==> src/core/pcr_pkg.sv <==
package pcr_pkg;
	localparam int ADDR_W = 8;
	localparam int DATA_W = 16;
	// register offsets (byte addresses on the host port)
	localparam logic [7:0] OFS_MODULE_SETUP = 8'h04;
	localparam logic [7:0] OFS_OPTION_FLAGS = 8'h06;
	localparam logic [7:0] OFS_HOST_DRIVE = 8'h9A;
	localparam logic [7:0] OFS_PHY_DRIVE = 8'h9C;
	localparam logic [7:0] OFS_HOST_PULL_EN = 8'h9E;
	// module_setup_reg0 fields
	localparam int BIT_CONFIG = 15;
	localparam int BIT_CHAN_B = 9;
	localparam int BIT_CHAN_A = 8;
	localparam int BIT_SYNC_FILT = 6;
	localparam int BIT_NODE_SYNC = 5;
	// protocol_option_flags fields
	localparam int BIT_ALLOW_YELLOW_TO_GREEN = 10;
	localparam int BIT_ARL = 9;
	localparam int BIT_CSI = 8;
	localparam int BIT_EXT_CLK_SYNC_ENABLE = 6;
	localparam int BIT_DYNSEG = 5;
	localparam int BIT_SYMWIN = 4;
	localparam int BIT_MEDIA_TEST_ENABLE = 2;
	// writable masks
	localparam logic [15:0] MASK_SETUP_CFG = 16'h0340;
	localparam logic [15:0] MASK_OPTIONS = 16'h0774;
	localparam logic [15:0] MASK_HOST_DRIVE = 16'h003F;
	localparam logic [15:0] MASK_PHY_DRIVE = 16'h000F;
	localparam logic [15:0] MASK_HOST_PULL = 16'hFFFF;
	// reset values
	localparam logic [15:0] RST_SETUP = 16'h8000;
	localparam logic [15:0] RST_OPTIONS = 16'h0000;
	localparam logic [15:0] RST_DRIVE = 16'h0000;
	localparam logic [15:0] RST_PULL = 16'h0000;
endpackage : pcr_pkg

==> src/core/pcr_regs.sv <==
// Function
// - set node_in_sync in idle before normal
// - clear node_in_sync in idle before yellow/red
// - filter enabled: accept-pass and not rejected
// - filter disabled: every sync frame used
// - chan_a_enable, writable only in config
// - chan_b_enable, writable only in config
// - writing config 1 enters config, aborts
// - writing config 0 resumes normal operation
// - after reset config state, bit reads 1
// - media_test_enable drives media access test
// - guard_symwin_open sets symbol window expectation
// - guard_dynseg_open sets dynamic segment expectation
// - ext_clk_sync_enable gates external clock sync
// - coldstart inhibit blocks coldstarting
// - allow_red_level chooses red or config
// - allow_yellow_to_green gates yellow to green
// - drive bit 1 partial, 0 full
// - pull enable bit 1 enables resistor
// - setting config with others changes only config
`timescale 1ns/10ps
`default_nettype none
module pcr_regs
	import pcr_pkg::*;
(
	input wire logic ref_clk,
	input wire logic reset,
	input wire logic [ADDR_W-1:0] bus_addr,
	input wire logic [DATA_W-1:0] bus_wdata,
	input wire logic bus_wr,
	input wire logic bus_rd,
	output logic [DATA_W-1:0] bus_rdata,
	input wire logic eng_enter_normal,
	input wire logic eng_leave_sync,
	input wire logic eng_sync_frame,
	input wire logic eng_accept_pass,
	input wire logic eng_reject_hit,
	output logic config_state,
	output logic abort_pulse,
	output logic sync_frame_used,
	output logic node_in_sync,
	output logic chan_a_enable,
	output logic chan_b_enable,
	output logic media_test_enable,
	output logic guard_symwin_open,
	output logic guard_dynseg_open,
	output logic ext_clk_sync_enable,
	output logic coldstart_inhibit,
	output logic allow_red_level,
	output logic allow_yellow_to_green,
	output logic [5:0] host_drive_partial,
	output logic [3:0] phy_drive_partial,
	output logic [15:0] host_pull_enable
);
	logic config_q;
	logic config_d;
	logic sync_q;
	logic sync_d;
	logic [15:0] setup_q;
	logic [15:0] setup_d;
	logic [15:0] opt_q;
	logic [15:0] opt_d;
	logic [15:0] hdrv_q;
	logic [15:0] pdrv_q;
	logic [15:0] pull_q;
	logic abort_q;
	logic used_q;
	logic [15:0] rdata_q;
	logic [15:0] rdata_d;

	function automatic logic [15:0] merge(input logic [15:0] old, input logic [15:0] wr,
		input logic [15:0] mask);
		merge = (old & ~mask) | (wr & mask);
	endfunction : merge

	wire logic wr_setup = bus_wr && (bus_addr == OFS_MODULE_SETUP);
	wire logic wr_opt = bus_wr && (bus_addr == OFS_OPTION_FLAGS);
	wire logic wr_hdrv = bus_wr && (bus_addr == OFS_HOST_DRIVE);
	wire logic wr_pdrv = bus_wr && (bus_addr == OFS_PHY_DRIVE);
	wire logic wr_pull = bus_wr && (bus_addr == OFS_HOST_PULL_EN);
	wire logic new_config = bus_wdata[BIT_CONFIG];
	// setting config alone wins; other fields only accepted while config held and not being set
	wire logic set_cfg = wr_setup && new_config && !config_q;
	wire logic fields_ok = wr_setup && config_q && !set_cfg;

	assign config_d = wr_setup ? new_config : config_q;
	assign setup_d = fields_ok ? merge(setup_q, bus_wdata, MASK_SETUP_CFG) : setup_q;
	assign opt_d = (wr_opt && config_q) ? merge(opt_q, bus_wdata, MASK_OPTIONS) : opt_q;
	// entering config drops sync; clear wins over set since it is the fault path
	assign sync_d = (eng_leave_sync || config_d) ? 1'b0
		: (eng_enter_normal ? 1'b1 : sync_q);

	wire logic frame_ok = eng_sync_frame && (!setup_q[BIT_SYNC_FILT]
		|| (eng_accept_pass && !eng_reject_hit));

	wire logic [15:0] setup_view = {config_q, setup_q[14:6], sync_q, setup_q[4:0]};
	assign rdata_d = !bus_rd ? 16'h0000
		: (bus_addr == OFS_MODULE_SETUP) ? setup_view
		: (bus_addr == OFS_OPTION_FLAGS) ? opt_q
		: (bus_addr == OFS_HOST_DRIVE) ? hdrv_q
		: (bus_addr == OFS_PHY_DRIVE) ? pdrv_q
		: (bus_addr == OFS_HOST_PULL_EN) ? pull_q
		: 16'h0000;

	always_ff @(posedge ref_clk)
	begin
		if (reset)
		begin
			config_q <= 1'b1;
			setup_q <= RST_SETUP & MASK_SETUP_CFG;
			opt_q <= RST_OPTIONS;
			hdrv_q <= RST_DRIVE;
			pdrv_q <= RST_DRIVE;
			pull_q <= RST_PULL;
			sync_q <= 1'b0;
			abort_q <= 1'b0;
			used_q <= 1'b0;
			rdata_q <= 16'h0000;
		end
		else
		begin
			config_q <= config_d;
			setup_q <= setup_d;
			opt_q <= opt_d;
			if (wr_hdrv)
				hdrv_q <= bus_wdata & MASK_HOST_DRIVE;
			if (wr_pdrv)
				pdrv_q <= bus_wdata & MASK_PHY_DRIVE;
			if (wr_pull)
				pull_q <= bus_wdata & MASK_HOST_PULL;
			sync_q <= sync_d;
			abort_q <= set_cfg;
			used_q <= frame_ok;
			rdata_q <= rdata_d;
		end
	end

	// registered copies keep every output straight from a flip-flop
	assign bus_rdata = rdata_q;
	assign config_state = config_q;
	assign abort_pulse = abort_q;
	assign sync_frame_used = used_q;
	assign node_in_sync = sync_q;
	assign chan_a_enable = setup_q[BIT_CHAN_A];
	assign chan_b_enable = setup_q[BIT_CHAN_B];
	assign media_test_enable = opt_q[BIT_MEDIA_TEST_ENABLE];
	assign guard_symwin_open = opt_q[BIT_SYMWIN];
	assign guard_dynseg_open = opt_q[BIT_DYNSEG];
	assign ext_clk_sync_enable = opt_q[BIT_EXT_CLK_SYNC_ENABLE];
	assign coldstart_inhibit = opt_q[BIT_CSI];
	assign allow_red_level = opt_q[BIT_ARL];
	assign allow_yellow_to_green = opt_q[BIT_ALLOW_YELLOW_TO_GREEN];
	assign host_drive_partial = hdrv_q[5:0];
	assign phy_drive_partial = pdrv_q[3:0];
	assign host_pull_enable = pull_q;
endmodule : pcr_regs
`default_nettype wire

==> config.mk <==
export PLATFORM = sky130hd
export DESIGN_NAME = pcr_regs
export DESIGN_NICKNAME = d
export VERILOG_FILES = /design/src/core/pcr_pkg.sv /design/src/core/pcr_regs.sv
export SDC_FILE = /design/constraint.sdc
export NUM_CORES = 1
export LEC_CHECK = 0
export BUFFER_PORTS_ARGS = -buffer_cell sky130_fd_sc_hd__buf_2
export CORE_MARGIN = 5
export CORE_UTILIZATION = 45
export CTS_CLUSTER_SIZE = 30
export DETAILED_ROUTE_END_ITERATION = 8
export GPL_TIMING_DRIVEN = 0
export PLACE_DENSITY_LB_ADDON = 0.12
export RECOVER_POWER = 100
export SYNTH_ARGS = -nofsm -noshare
export SYNTH_HDL_FRONTEND = slang
export SYNTH_SLANG_ARGS = --single-unit
==> constraint.sdc <==
create_clock -name ref_clk -period 4.4 [get_ports ref_clk]
set_input_delay 0.22 -clock ref_clk [delete_from_list [all_inputs] [get_ports ref_clk]]
set_output_delay 0.22 -clock ref_clk [all_outputs]
set_load 0.02 [all_outputs]
==> flow_summary.html, run 1 <==
<table>
<tr><th>Metric</th><th>Value</th></tr>
<tr><th colspan="2">Detailed routing</th></tr>
<tr><td>Total wire length after detailed routing</td><td>6410 um</td></tr>
<tr><td>Overall via count from detail_route</td><td>2,159</td></tr>
<tr><td>Drt drc</td><td>0</td></tr>
<tr><td>First-pass detailed-route iteration total</td><td>4</td></tr>
<tr><td>DRT iter0 DRCs</td><td>around 140</td></tr>
<tr><td>DR WL/cell</td><td>15.1 um</td></tr>
<tr><td>Number of nets with antenna violations after detailed routing</td><td>0</td></tr>
<tr><td>Vias per Instance</td><td>roughly 5</td></tr>
<tr><th colspan="2">Worst hold path</th></tr>
<tr><td>Cells on Worst Hold Path</td><td>3</td></tr>
<tr><td>Origin of the worst min-delay path</td><td>bus_wdata[12]</td></tr>
<tr><td>Sink of the worst hold path</td><td>host_pull_enable[12]</td></tr>
<tr><td>Tightest Hold Check Type</td><td>in2reg</td></tr>
<tr><th colspan="2">Floorplan</th></tr>
<tr><td>Die W</td><td>80.7 um</td></tr>
<tr><td>Y dimension of the die</td><td>around 80 um</td></tr>
<tr><td>Num ports</td><td>88</td></tr>
<tr><td>Total Die Area</td><td>6520 um2</td></tr>
<tr><td>Placeable core region</td><td>~4800 um2</td></tr>
<tr><td>Num rows</td><td>25</td></tr>
<tr><td>Initial Util</td><td>0.470</td></tr>
<tr><th colspan="2">Clocking</th></tr>
<tr><td>Number of post-CTS setup repair buffers</td><td>0</td></tr>
<tr><td>Worst-case clock buffer depth</td><td>2</td></tr>
<tr><td>Clock latency on the worst-skew pair</td><td>approximately 0.31 ns</td></tr>
<tr><td>Resized Gates After CTS</td><td>0</td></tr>
<tr><td>Clock tree from TritonCTS</td><td>yes</td></tr>
<tr><td>Clock buffers created by TritonCTS</td><td>5</td></tr>
<tr><td>Clock Pin Slew Worst Setup and Hold Paths</td><td>0.10 ns</td></tr>
<tr><td>Post-CTS Hold Fix Bufs</td><td>0</td></tr>
<tr><td>Cell at the root of the clock tree</td><td>sky130_fd_sc_hd__clkbuf_8</td></tr>
<tr><td>H-Tree Level Count</td><td>2</td></tr>
<tr><td>Clock net sink count</td><td>56</td></tr>
<tr><th colspan="2">Global route</th></tr>
<tr><td>Wire length of the first global-routing pass</td><td>around 10,000 um</td></tr>
<tr><td>Total global routing track utilization</td><td>0.206</td></tr>
<tr><td>Vias in the first global route</td><td>2,022</td></tr>
<tr><td>Aggregate global routing overflow</td><td>0</td></tr>
<tr><td>Antenna violations before repair</td><td>0</td></tr>
<tr><td>Maximum number of pins on one net before global-route repair</td><td>18</td></tr>
<tr><th colspan="2">Run status</th></tr>
<tr><td>Run status</td><td>finished with violations</td></tr>
<tr><td>Failing checks</td><td>capacitance limit, slew limit</td></tr>
<tr><th colspan="2">STA</th></tr>
<tr><td># setup viols final</td><td>0</td></tr>
<tr><td>Maximum clock frequency</td><td>0.371 GHz</td></tr>
<tr><td>Final number of max-transition violations</td><td>8</td></tr>
<tr><td>Worst hold margin</td><td>0.137 ns</td></tr>
<tr><td>Tcrit/Tclk final</td><td>0.613</td></tr>
<tr><td>Worst slew slack as a fraction of its limit</td><td>-0.450</td></tr>
<tr><td>Final Hold Violating Endpoints</td><td>0</td></tr>
<tr><td>Slew at the pin closest to its max-slew limit</td><td>2.16 ns</td></tr>
<tr><td>Setup TNS</td><td>0 ns</td></tr>
<tr><td>Setup repair after global routing missed its margin</td><td>no</td></tr>
<tr><td>Final setup skew</td><td>approximately 0.0051 ns</td></tr>
<tr><td>Crit path time final</td><td>2.70 ns</td></tr>
<tr><th colspan="2">Yosys</th></tr>
<tr><td>Sequential-to-total area share from yosys stat</td><td>0.498</td></tr>
<tr><td>Fraction of synthesized cell area taken by the top area cell type</td><td>0.498</td></tr>
<tr><td>Leading post-synthesis cells by cell area</td><td>sky130_fd_sc_hd__dfxtp_1 50%, sky130_fd_sc_hd__mux2i_1 8.9%, sky130_fd_sc_hd__nand2_1 7.7%</td></tr>
<tr><td>Synthesized area per cell</td><td>8.62 um2</td></tr>
<tr><td>Cell count after synthesis</td><td>261</td></tr>
<tr><td>Post-Syn Area</td><td>2250 um2</td></tr>
<tr><td>Dominant cell type by area after synthesis</td><td>sky130_fd_sc_hd__dfxtp_1</td></tr>
<tr><td>#FFs+latches synth</td><td>56</td></tr>
<tr><td>Post-synthesis net count</td><td>294</td></tr>
<tr><td>Synth warnings</td><td>0</td></tr>
<tr><td>Count of different cell masters after synthesis</td><td>35</td></tr>
<tr><th colspan="2">Finish</th></tr>
<tr><td>Total inserted antenna cells</td><td>0</td></tr>
<tr><td>Net count reported at finish</td><td>388</td></tr>
<tr><td>Share of the core filled with cells in the final layout</td><td>0.579</td></tr>
<tr><td>Layout cells sized above 1</td><td>0.121</td></tr>
<tr><td>Filler instances</td><td>514</td></tr>
<tr><td>Syn-to-layout area delta</td><td>23.0%</td></tr>
<tr><th colspan="2">Setup path</th></tr>
<tr><td>CP Max Fanout</td><td>7</td></tr>
<tr><td>Cell at the slowest stage of the critical path</td><td>sky130_fd_sc_hd__nor4_1</td></tr>
<tr><td>Endpoint type of the worst setup path</td><td>register</td></tr>
<tr><td>Terminus of the critical flop-to-flop path</td><td>opt_q[9]</td></tr>
<tr><td>Delay contributed by the slowest stage of the critical path</td><td>1.65 ns</td></tr>
<tr><td>Launch point of the worst reg-to-reg path</td><td>config_state</td></tr>
<tr><td>FF-to-FF path depth</td><td>4</td></tr>
<tr><td>Data arrival, critical path</td><td>2.90 ns</td></tr>
<tr><td>Chain of cells forming the critical path</td><td>nand2_1 -&gt; nor4_1 -&gt; mux2i_1 -&gt; nor2_1</td></tr>
<tr><td>Crit Path Category</td><td>reg2reg</td></tr>
<tr><td>CP startpoint kind</td><td>register</td></tr>
<tr><td>Flop2flop setup slack</td><td>1.70 ns</td></tr>
<tr><td>Required time of the critical path</td><td>4.60 ns</td></tr>
<tr><th colspan="2">Pwr</th></tr>
<tr><td>Internal power summed over all cells</td><td>roughly 0.64 mW</td></tr>
<tr><td>Peak ir drop on the vdd network</td><td>0.186 mV</td></tr>
<tr><td>Clock network fraction of design power</td><td>0.332</td></tr>
<tr><td>Sw Pwr</td><td>0.206 mW</td></tr>
<tr><td>Switching part of the total power</td><td>0.244</td></tr>
<tr><td>Logic gate share of total power</td><td>0.068</td></tr>
<tr><td>Power per standard cell area</td><td>306 nW/um2</td></tr>
<tr><td>Proportion of power drawn by flip-flops and latches</td><td>0.600</td></tr>
<tr><td>Pleak</td><td>1.07 nW</td></tr>
<tr><th colspan="2">Placed design</th></tr>
<tr><td>Count of buffers inserted at the top-level ports</td><td>a little under 90</td></tr>
<tr><td>Final GP Congestion</td><td>between 0.9 and 1</td></tr>
<tr><td>Final HPWL DP</td><td>4740 um</td></tr>
<tr><th colspan="2">Job</th></tr>
<tr><td>Max-capacitance violation count</td><td>1</td></tr>
</table>
-- routing by layer --
metal,vias to the layer above,global-route usage,share of wire
met4,0,0.0473,0.0056
met5,-,0,0
met2,90,0.318,0.46
li1,1093,-,-
met1,970,0.281,0.45
met3,6,0.0673,0.092
-- cell type report --
| type | instances | area, um2 | share of cell area |
|---|---|---|---|
| tap | 67 | 83.8 | 0.0303 |
| multi-input combinational | 188 | 1040 | 0.374 |
| buffer | 12 | 60.1 | 0.0217 |
| sequential | 56 | 1120 | 0.405 |
| clock buffer | 5 | 68.8 | 0.0249 |
| timing repair buffer | 87 | 362 | 0.131 |
| inverter | 5 | 18.8 | 0.00678 |
| clock inverter | 3 | 18.8 | 0.00678 |
-- power by group through the flow --
stage                     sequential [mW]  combinational [mW]  clock, mW
after detailed placement            0.520              0.0584          0
final                               0.508              0.0576      0.281
after CTS                           0.508              0.0587      0.282
after global routing                0.508              0.0639      0.312
after floorplan                     0.521              0.0259          0
after global placement              0.520              0.0583          0
-- how the worst max path moves through the flow --
| stage | from | to | slack (ns) | cells after the start |
|---|---|---|---|---|
| finish | config_state | opt_q[9] | 1.70 | 4 |
| CTS | bus_addr[4] | host_pull_enable[3] | 2.72 | 7 |
| global placement | bus_addr[4] | host_pull_enable[0] | 2.42 | 7 |
| detailed placement | bus_addr[4] | host_pull_enable[14] | 2.41 | 7 |
| global route | config_state | opt_q[2] | 1.46 | 4 |
| floorplan | bus_addr[3] | opt_q[10] | 2.81 | 5 |
-- cells in the mapped netlist --
master                     instances
sky130_fd_sc_hd__dfxtp_1          56
sky130_fd_sc_hd__nand2_1          46
sky130_fd_sc_hd__nor2_1           32
sky130_fd_sc_hd__a21oi_1          29
sky130_fd_sc_hd__mux2i_1          20
sky130_fd_sc_hd__nor4_1            8
sky130_fd_sc_hd__clkbuf_1          7
sky130_fd_sc_hd__nor3_1            7
sky130_fd_sc_hd__and2_1            6
sky130_fd_sc_hd__inv_1             5
sky130_fd_sc_hd__nand2b_1          4
sky130_fd_sc_hd__nand3_1           4
sky130_fd_sc_hd__o21ai_0           4
sky130_fd_sc_hd__a31oi_1           3
sky130_fd_sc_hd__buf_2             3
sky130_fd_sc_hd__nand4_1           3
sky130_fd_sc_hd__a22oi_1           2
sky130_fd_sc_hd__nor2b_1           2
sky130_fd_sc_hd__nor3b_1           2
sky130_fd_sc_hd__or3_1             2
sky130_fd_sc_hd__or4b_1            2
sky130_fd_sc_hd__a211oi_1          1
sky130_fd_sc_hd__and3_1            1
sky130_fd_sc_hd__and3_2            1
sky130_fd_sc_hd__and3b_1           1
sky130_fd_sc_hd__and4_1            1
sky130_fd_sc_hd__buf_4             1
sky130_fd_sc_hd__buf_6             1
sky130_fd_sc_hd__nor4_4            1
sky130_fd_sc_hd__nor4bb_1          1
sky130_fd_sc_hd__o211a_1           1
sky130_fd_sc_hd__o21a_1            1
sky130_fd_sc_hd__o32a_1            1
sky130_fd_sc_hd__or2_2             1
sky130_fd_sc_hd__or3b_1            1
-- cells by family after synthesis --
logic type,share of synthesized area
AOI/OAI and AO/OA,0.104
DFF,0.498
and+or+nand+nor,0.274
muxes,0.0889
buffers and inverters,0.0350
-- state kept, by name (all words and copies together), names as in the netlist --
register,cells
config_state,1
host_pull_enable,16
hdrv_q,6
bus_rdata,16
node_in_sync,1
pdrv_q,4
abort_pulse,1
setup_q,3
sync_frame_used,1
opt_q,7
-- cell usage in the layout, fill, tap and decap left out, drive strengths merged, types with 3 or more instances in the layout --
cell type,n
nand2b,4
clkbuf,71
mux2i,20
inv,5
nor2,32
a21oi,29
dfxtp,56
nor3,7
buf,33
a31oi,3
nand4,3
o21ai,4
and2,6
nand3,4
clkinv,3
nand2,46
nor4,9
-- stage by stage --
step | total power, mW | cells | worst slack, ns | area, um2
final | 0.846 | 423 | 1.70 | 2770
after detailed placement | 0.578 | 415 | 2.41 | 2770
after floorplan | 0.547 | 261 | 2.81 | 2250
after CTS | 0.849 | 423 | 2.72 | 2860
after global placement | 0.578 | 415 | 2.42 | 2770
after global routing | 0.884 | 423 | 1.46 | 2770
-- critical path, delay by kind of cell (launching register included) --
kind          cells  cell delay (ns)
simple gates      3             1.86
flops             1             0.41
mux               1             0.32
Note: power is estimated with default switching activity, not from simulation.
==> inputs of run 2 (changes only) <==
- clock period: 4.4 -> 2.7 ns (I/O delays scaled with it)
==> flow_summary.html, run 2 (synthesized netlist as in run 1, its figures left out) <==
<table>
<tr><th>Metric</th><th>Value</th></tr>
<tr><th colspan="2">STA</th></tr>
<tr><td>Worst hold margin</td><td>0.0544 ns (was 0.137 ns)</td></tr>
<tr><td>Final setup skew</td><td>0.00365 ns (was 0.00510 ns)</td></tr>
<tr><td>Setup repair after global routing missed its margin</td><td>no (unchanged)</td></tr>
<tr><td>Slew at the pin closest to its max-slew limit</td><td>1.28 ns (was 2.16 ns)</td></tr>
<tr><td>Final Hold Violating Endpoints</td><td>0 (unchanged)</td></tr>
<tr><td>Setup TNS</td><td>0 ns (unchanged)</td></tr>
<tr><td>Maximum clock frequency</td><td>0.498 GHz (was 0.371 GHz)</td></tr>
<tr><td>Crit path time final</td><td>2.01 ns (was 2.70 ns)</td></tr>
<tr><td>Final number of max-transition violations</td><td>0 (was 8)</td></tr>
<tr><td>Worst slew slack as a fraction of its limit</td><td>0.140 (was -0.450)</td></tr>
<tr><td>Tcrit/Tclk final</td><td>0.743 (was 0.613)</td></tr>
<tr><td># setup viols final</td><td>0 (unchanged)</td></tr>
<tr><th colspan="2">Global route</th></tr>
<tr><td>Wire length of the first global-routing pass</td><td>10,200 um (unchanged)</td></tr>
<tr><td>Vias in the first global route</td><td>2,022 (unchanged)</td></tr>
<tr><td>Total global routing track utilization</td><td>0.206 (unchanged)</td></tr>
<tr><td>Aggregate global routing overflow</td><td>0 (unchanged)</td></tr>
<tr><td>Maximum number of pins on one net before global-route repair</td><td>18 (unchanged)</td></tr>
<tr><td>Antenna violations before repair</td><td>0 (unchanged)</td></tr>
<tr><th colspan="2">Setup path</th></tr>
<tr><td>Launch point of the worst reg-to-reg path</td><td>config_state (unchanged)</td></tr>
<tr><td>Required time of the critical path</td><td>2.90 ns (was 4.60 ns)</td></tr>
<tr><td>Crit Path Category</td><td>reg2reg (unchanged)</td></tr>
<tr><td>CP Max Fanout</td><td>7 (unchanged)</td></tr>
<tr><td>FF-to-FF path depth</td><td>4 (unchanged)</td></tr>
<tr><td>CP startpoint kind</td><td>register (unchanged)</td></tr>
<tr><td>Endpoint type of the worst setup path</td><td>register (unchanged)</td></tr>
<tr><td>Flop2flop setup slack</td><td>0.69 ns (was 1.70 ns)</td></tr>
<tr><td>Terminus of the critical flop-to-flop path</td><td>opt_q[9] (unchanged)</td></tr>
<tr><td>Data arrival, critical path</td><td>2.21 ns (was 2.90 ns)</td></tr>
<tr><th colspan="2">Finish</th></tr>
<tr><td>Final design area excluding fillers</td><td>2780 um2 (was 2770 um2)</td></tr>
<tr><td>Filler instances</td><td>515 (was 514)</td></tr>
<tr><td>Syn-to-layout area delta</td><td>23.3% (was 23.0%)</td></tr>
<tr><td>Commonest cells after routing, fill and taps aside</td><td>66 x sky130_fd_sc_hd__clkbuf_1, 56 x sky130_fd_sc_hd__dfxtp_1, 46 x sky130_fd_sc_hd__nand2_1 (unchanged)</td></tr>
<tr><td>Layout cells sized above 1</td><td>0.124 (was 0.121)</td></tr>
<tr><td>Net count reported at finish</td><td>388 (unchanged)</td></tr>
<tr><td>Total inserted antenna cells</td><td>0 (unchanged)</td></tr>
<tr><td>Most common library cell in the layout ignoring fill and taps</td><td>sky130_fd_sc_hd__clkbuf_1 (unchanged)</td></tr>
<tr><th colspan="2">Clocking</th></tr>
<tr><td>Number of post-CTS setup repair buffers</td><td>0 (unchanged)</td></tr>
<tr><td>Clock buffers created by TritonCTS</td><td>5 (unchanged)</td></tr>
<tr><td>Clock net sink count</td><td>56 (unchanged)</td></tr>
<tr><td>Cell at the root of the clock tree</td><td>sky130_fd_sc_hd__clkbuf_8 (unchanged)</td></tr>
<tr><td>Clock latency on the worst-skew pair</td><td>0.31 ns (about the same)</td></tr>
<tr><td>Clock tree from TritonCTS</td><td>yes (unchanged)</td></tr>
<tr><td>Resized Gates After CTS</td><td>0 (unchanged)</td></tr>
<tr><td>Clock Pin Slew Worst Setup and Hold Paths</td><td>0.10 ns (about the same)</td></tr>
<tr><td>H-Tree Level Count</td><td>2 (unchanged)</td></tr>
<tr><td>Post-CTS Hold Fix Bufs</td><td>0 (unchanged)</td></tr>
<tr><td>Worst-case clock buffer depth</td><td>2 (unchanged)</td></tr>
<tr><th colspan="2">Pwr</th></tr>
<tr><td>Power per standard cell area</td><td>496 nW/um2 (was 306 nW/um2)</td></tr>
<tr><td>Pleak</td><td>1.07 nW (about the same)</td></tr>
<tr><td>Peak ir drop on the vdd network</td><td>0.301 mV (was 0.186 mV)</td></tr>
<tr><th colspan="2">Detailed routing</th></tr>
<tr><td>DR WL/cell</td><td>15.2 um (was 15.1 um)</td></tr>
<tr><td>Total wire length after detailed routing</td><td>6410 um (about the same)</td></tr>
<tr><td>Vias per Instance</td><td>5.14 (was 5.10)</td></tr>
<tr><td>DRT iter0 DRCs</td><td>115 (was 135)</td></tr>
<tr><td>Number of nets with antenna violations after detailed routing</td><td>0 (unchanged)</td></tr>
<tr><td>Overall via count from detail_route</td><td>2,175 (was 2,159)</td></tr>
<tr><td>First-pass detailed-route iteration total</td><td>4 (unchanged)</td></tr>
<tr><td>Drt drc</td><td>0 (unchanged)</td></tr>
<tr><th colspan="2">Floorplan</th></tr>
<tr><td>Y dimension of the die</td><td>80.7 um (unchanged)</td></tr>
<tr><td>Placeable core region</td><td>4790 um2 (unchanged)</td></tr>
<tr><td>Num ports</td><td>88 (unchanged)</td></tr>
<tr><td>Total Die Area</td><td>6520 um2 (unchanged)</td></tr>
<tr><td>Die W</td><td>80.7 um (unchanged)</td></tr>
<tr><td>Num rows</td><td>25 (unchanged)</td></tr>
<tr><td>Initial Util</td><td>0.470 (unchanged)</td></tr>
<tr><th colspan="2">Placed design</th></tr>
<tr><td>Final GP Congestion</td><td>0.902 (unchanged)</td></tr>
<tr><td>Final HPWL DP</td><td>4740 um (unchanged)</td></tr>
<tr><td>Placed inst area</td><td>2770 um2 (unchanged)</td></tr>
<tr><td>Count of buffers inserted at the top-level ports</td><td>87 (unchanged)</td></tr>
<tr><th colspan="2">Worst hold path</th></tr>
<tr><td>Origin of the worst min-delay path</td><td>bus_wdata[12] (unchanged)</td></tr>
<tr><td>Cells on Worst Hold Path</td><td>3 (unchanged)</td></tr>
<tr><td>Tightest Hold Check Type</td><td>in2reg (unchanged)</td></tr>
<tr><td>Sink of the worst hold path</td><td>host_pull_enable[12] (unchanged)</td></tr>
<tr><th colspan="2">Job</th></tr>
<tr><td>Max-capacitance violation count</td><td>0 (was 1)</td></tr>
<tr><th colspan="2">Run status</th></tr>
<tr><td>Run status</td><td>finished, final reports clean (was finished with violations)</td></tr>
</table>
run 2: layout make-up:
class                      instances  area (um2)  share of cell area
clock buffer                       5        68.8              0.0248
timing repair buffer              87         362               0.130
inverter                           5        18.8             0.00676
multi-input combinational        188        1040               0.376
buffer                            12        60.1              0.0216
sequential                        56        1120               0.404
clock inverter                     3        18.8             0.00676
tap                               67        83.8              0.0302
run 2: per-stage QoR:
step                 util  total power [mW]  setup slack (ns)  instances
floorplan               -             0.891              1.20        261
global placement    0.579             0.942             0.806        415
detailed placement  0.579             0.942             0.790        415
CTS                 0.597              1.38              1.05        423
global route        0.580              1.44             0.510        423
finish              0.580              1.38             0.694        423
run 2: layer usage:
layer,GRT usage,wire length (um)
met5,0,0
met4,0.0473,36
met3,0.0673,595
met2,0.318,2880
met1,0.281,2900
run 2: worst max path at each step:
stage / cells after the start / start / slack, ns / end
finish: 4 / config_state / 0.69 / opt_q[9]
global route: 4 / config_state / 0.51 / opt_q[2]
CTS: 4 / config_state / 1.05 / opt_q[6]
detailed placement: 7 / bus_addr[4] / 0.79 / host_pull_enable[14]
global placement: 7 / bus_addr[4] / 0.81 / host_pull_enable[0]
floorplan: 5 / bus_addr[3] / 1.20 / opt_q[10]
run 2: report_power, final:
| group | leakage, nW | switching, mW | total (mW) | internal [mW] |
|---|---|---|---|---|
| combinational | 0.568 | 0.0607 | 0.0944 | 0.0337 |
| clock | 0.0479 | 0.274 | 0.456 | 0.182 |
| sequential | 0.451 | 0.000740 | 0.828 | 0.827 |
run 2: critical path: stages (launching register included):
cell and delay, ns:
sky130_fd_sc_hd__dfxtp_1 0.41, sky130_fd_sc_hd__nand2_1 0.17, sky130_fd_sc_hd__nor4_2 0.99, sky130_fd_sc_hd__mux2i_1 0.29, sky130_fd_sc_hd__nor2_1 0.05
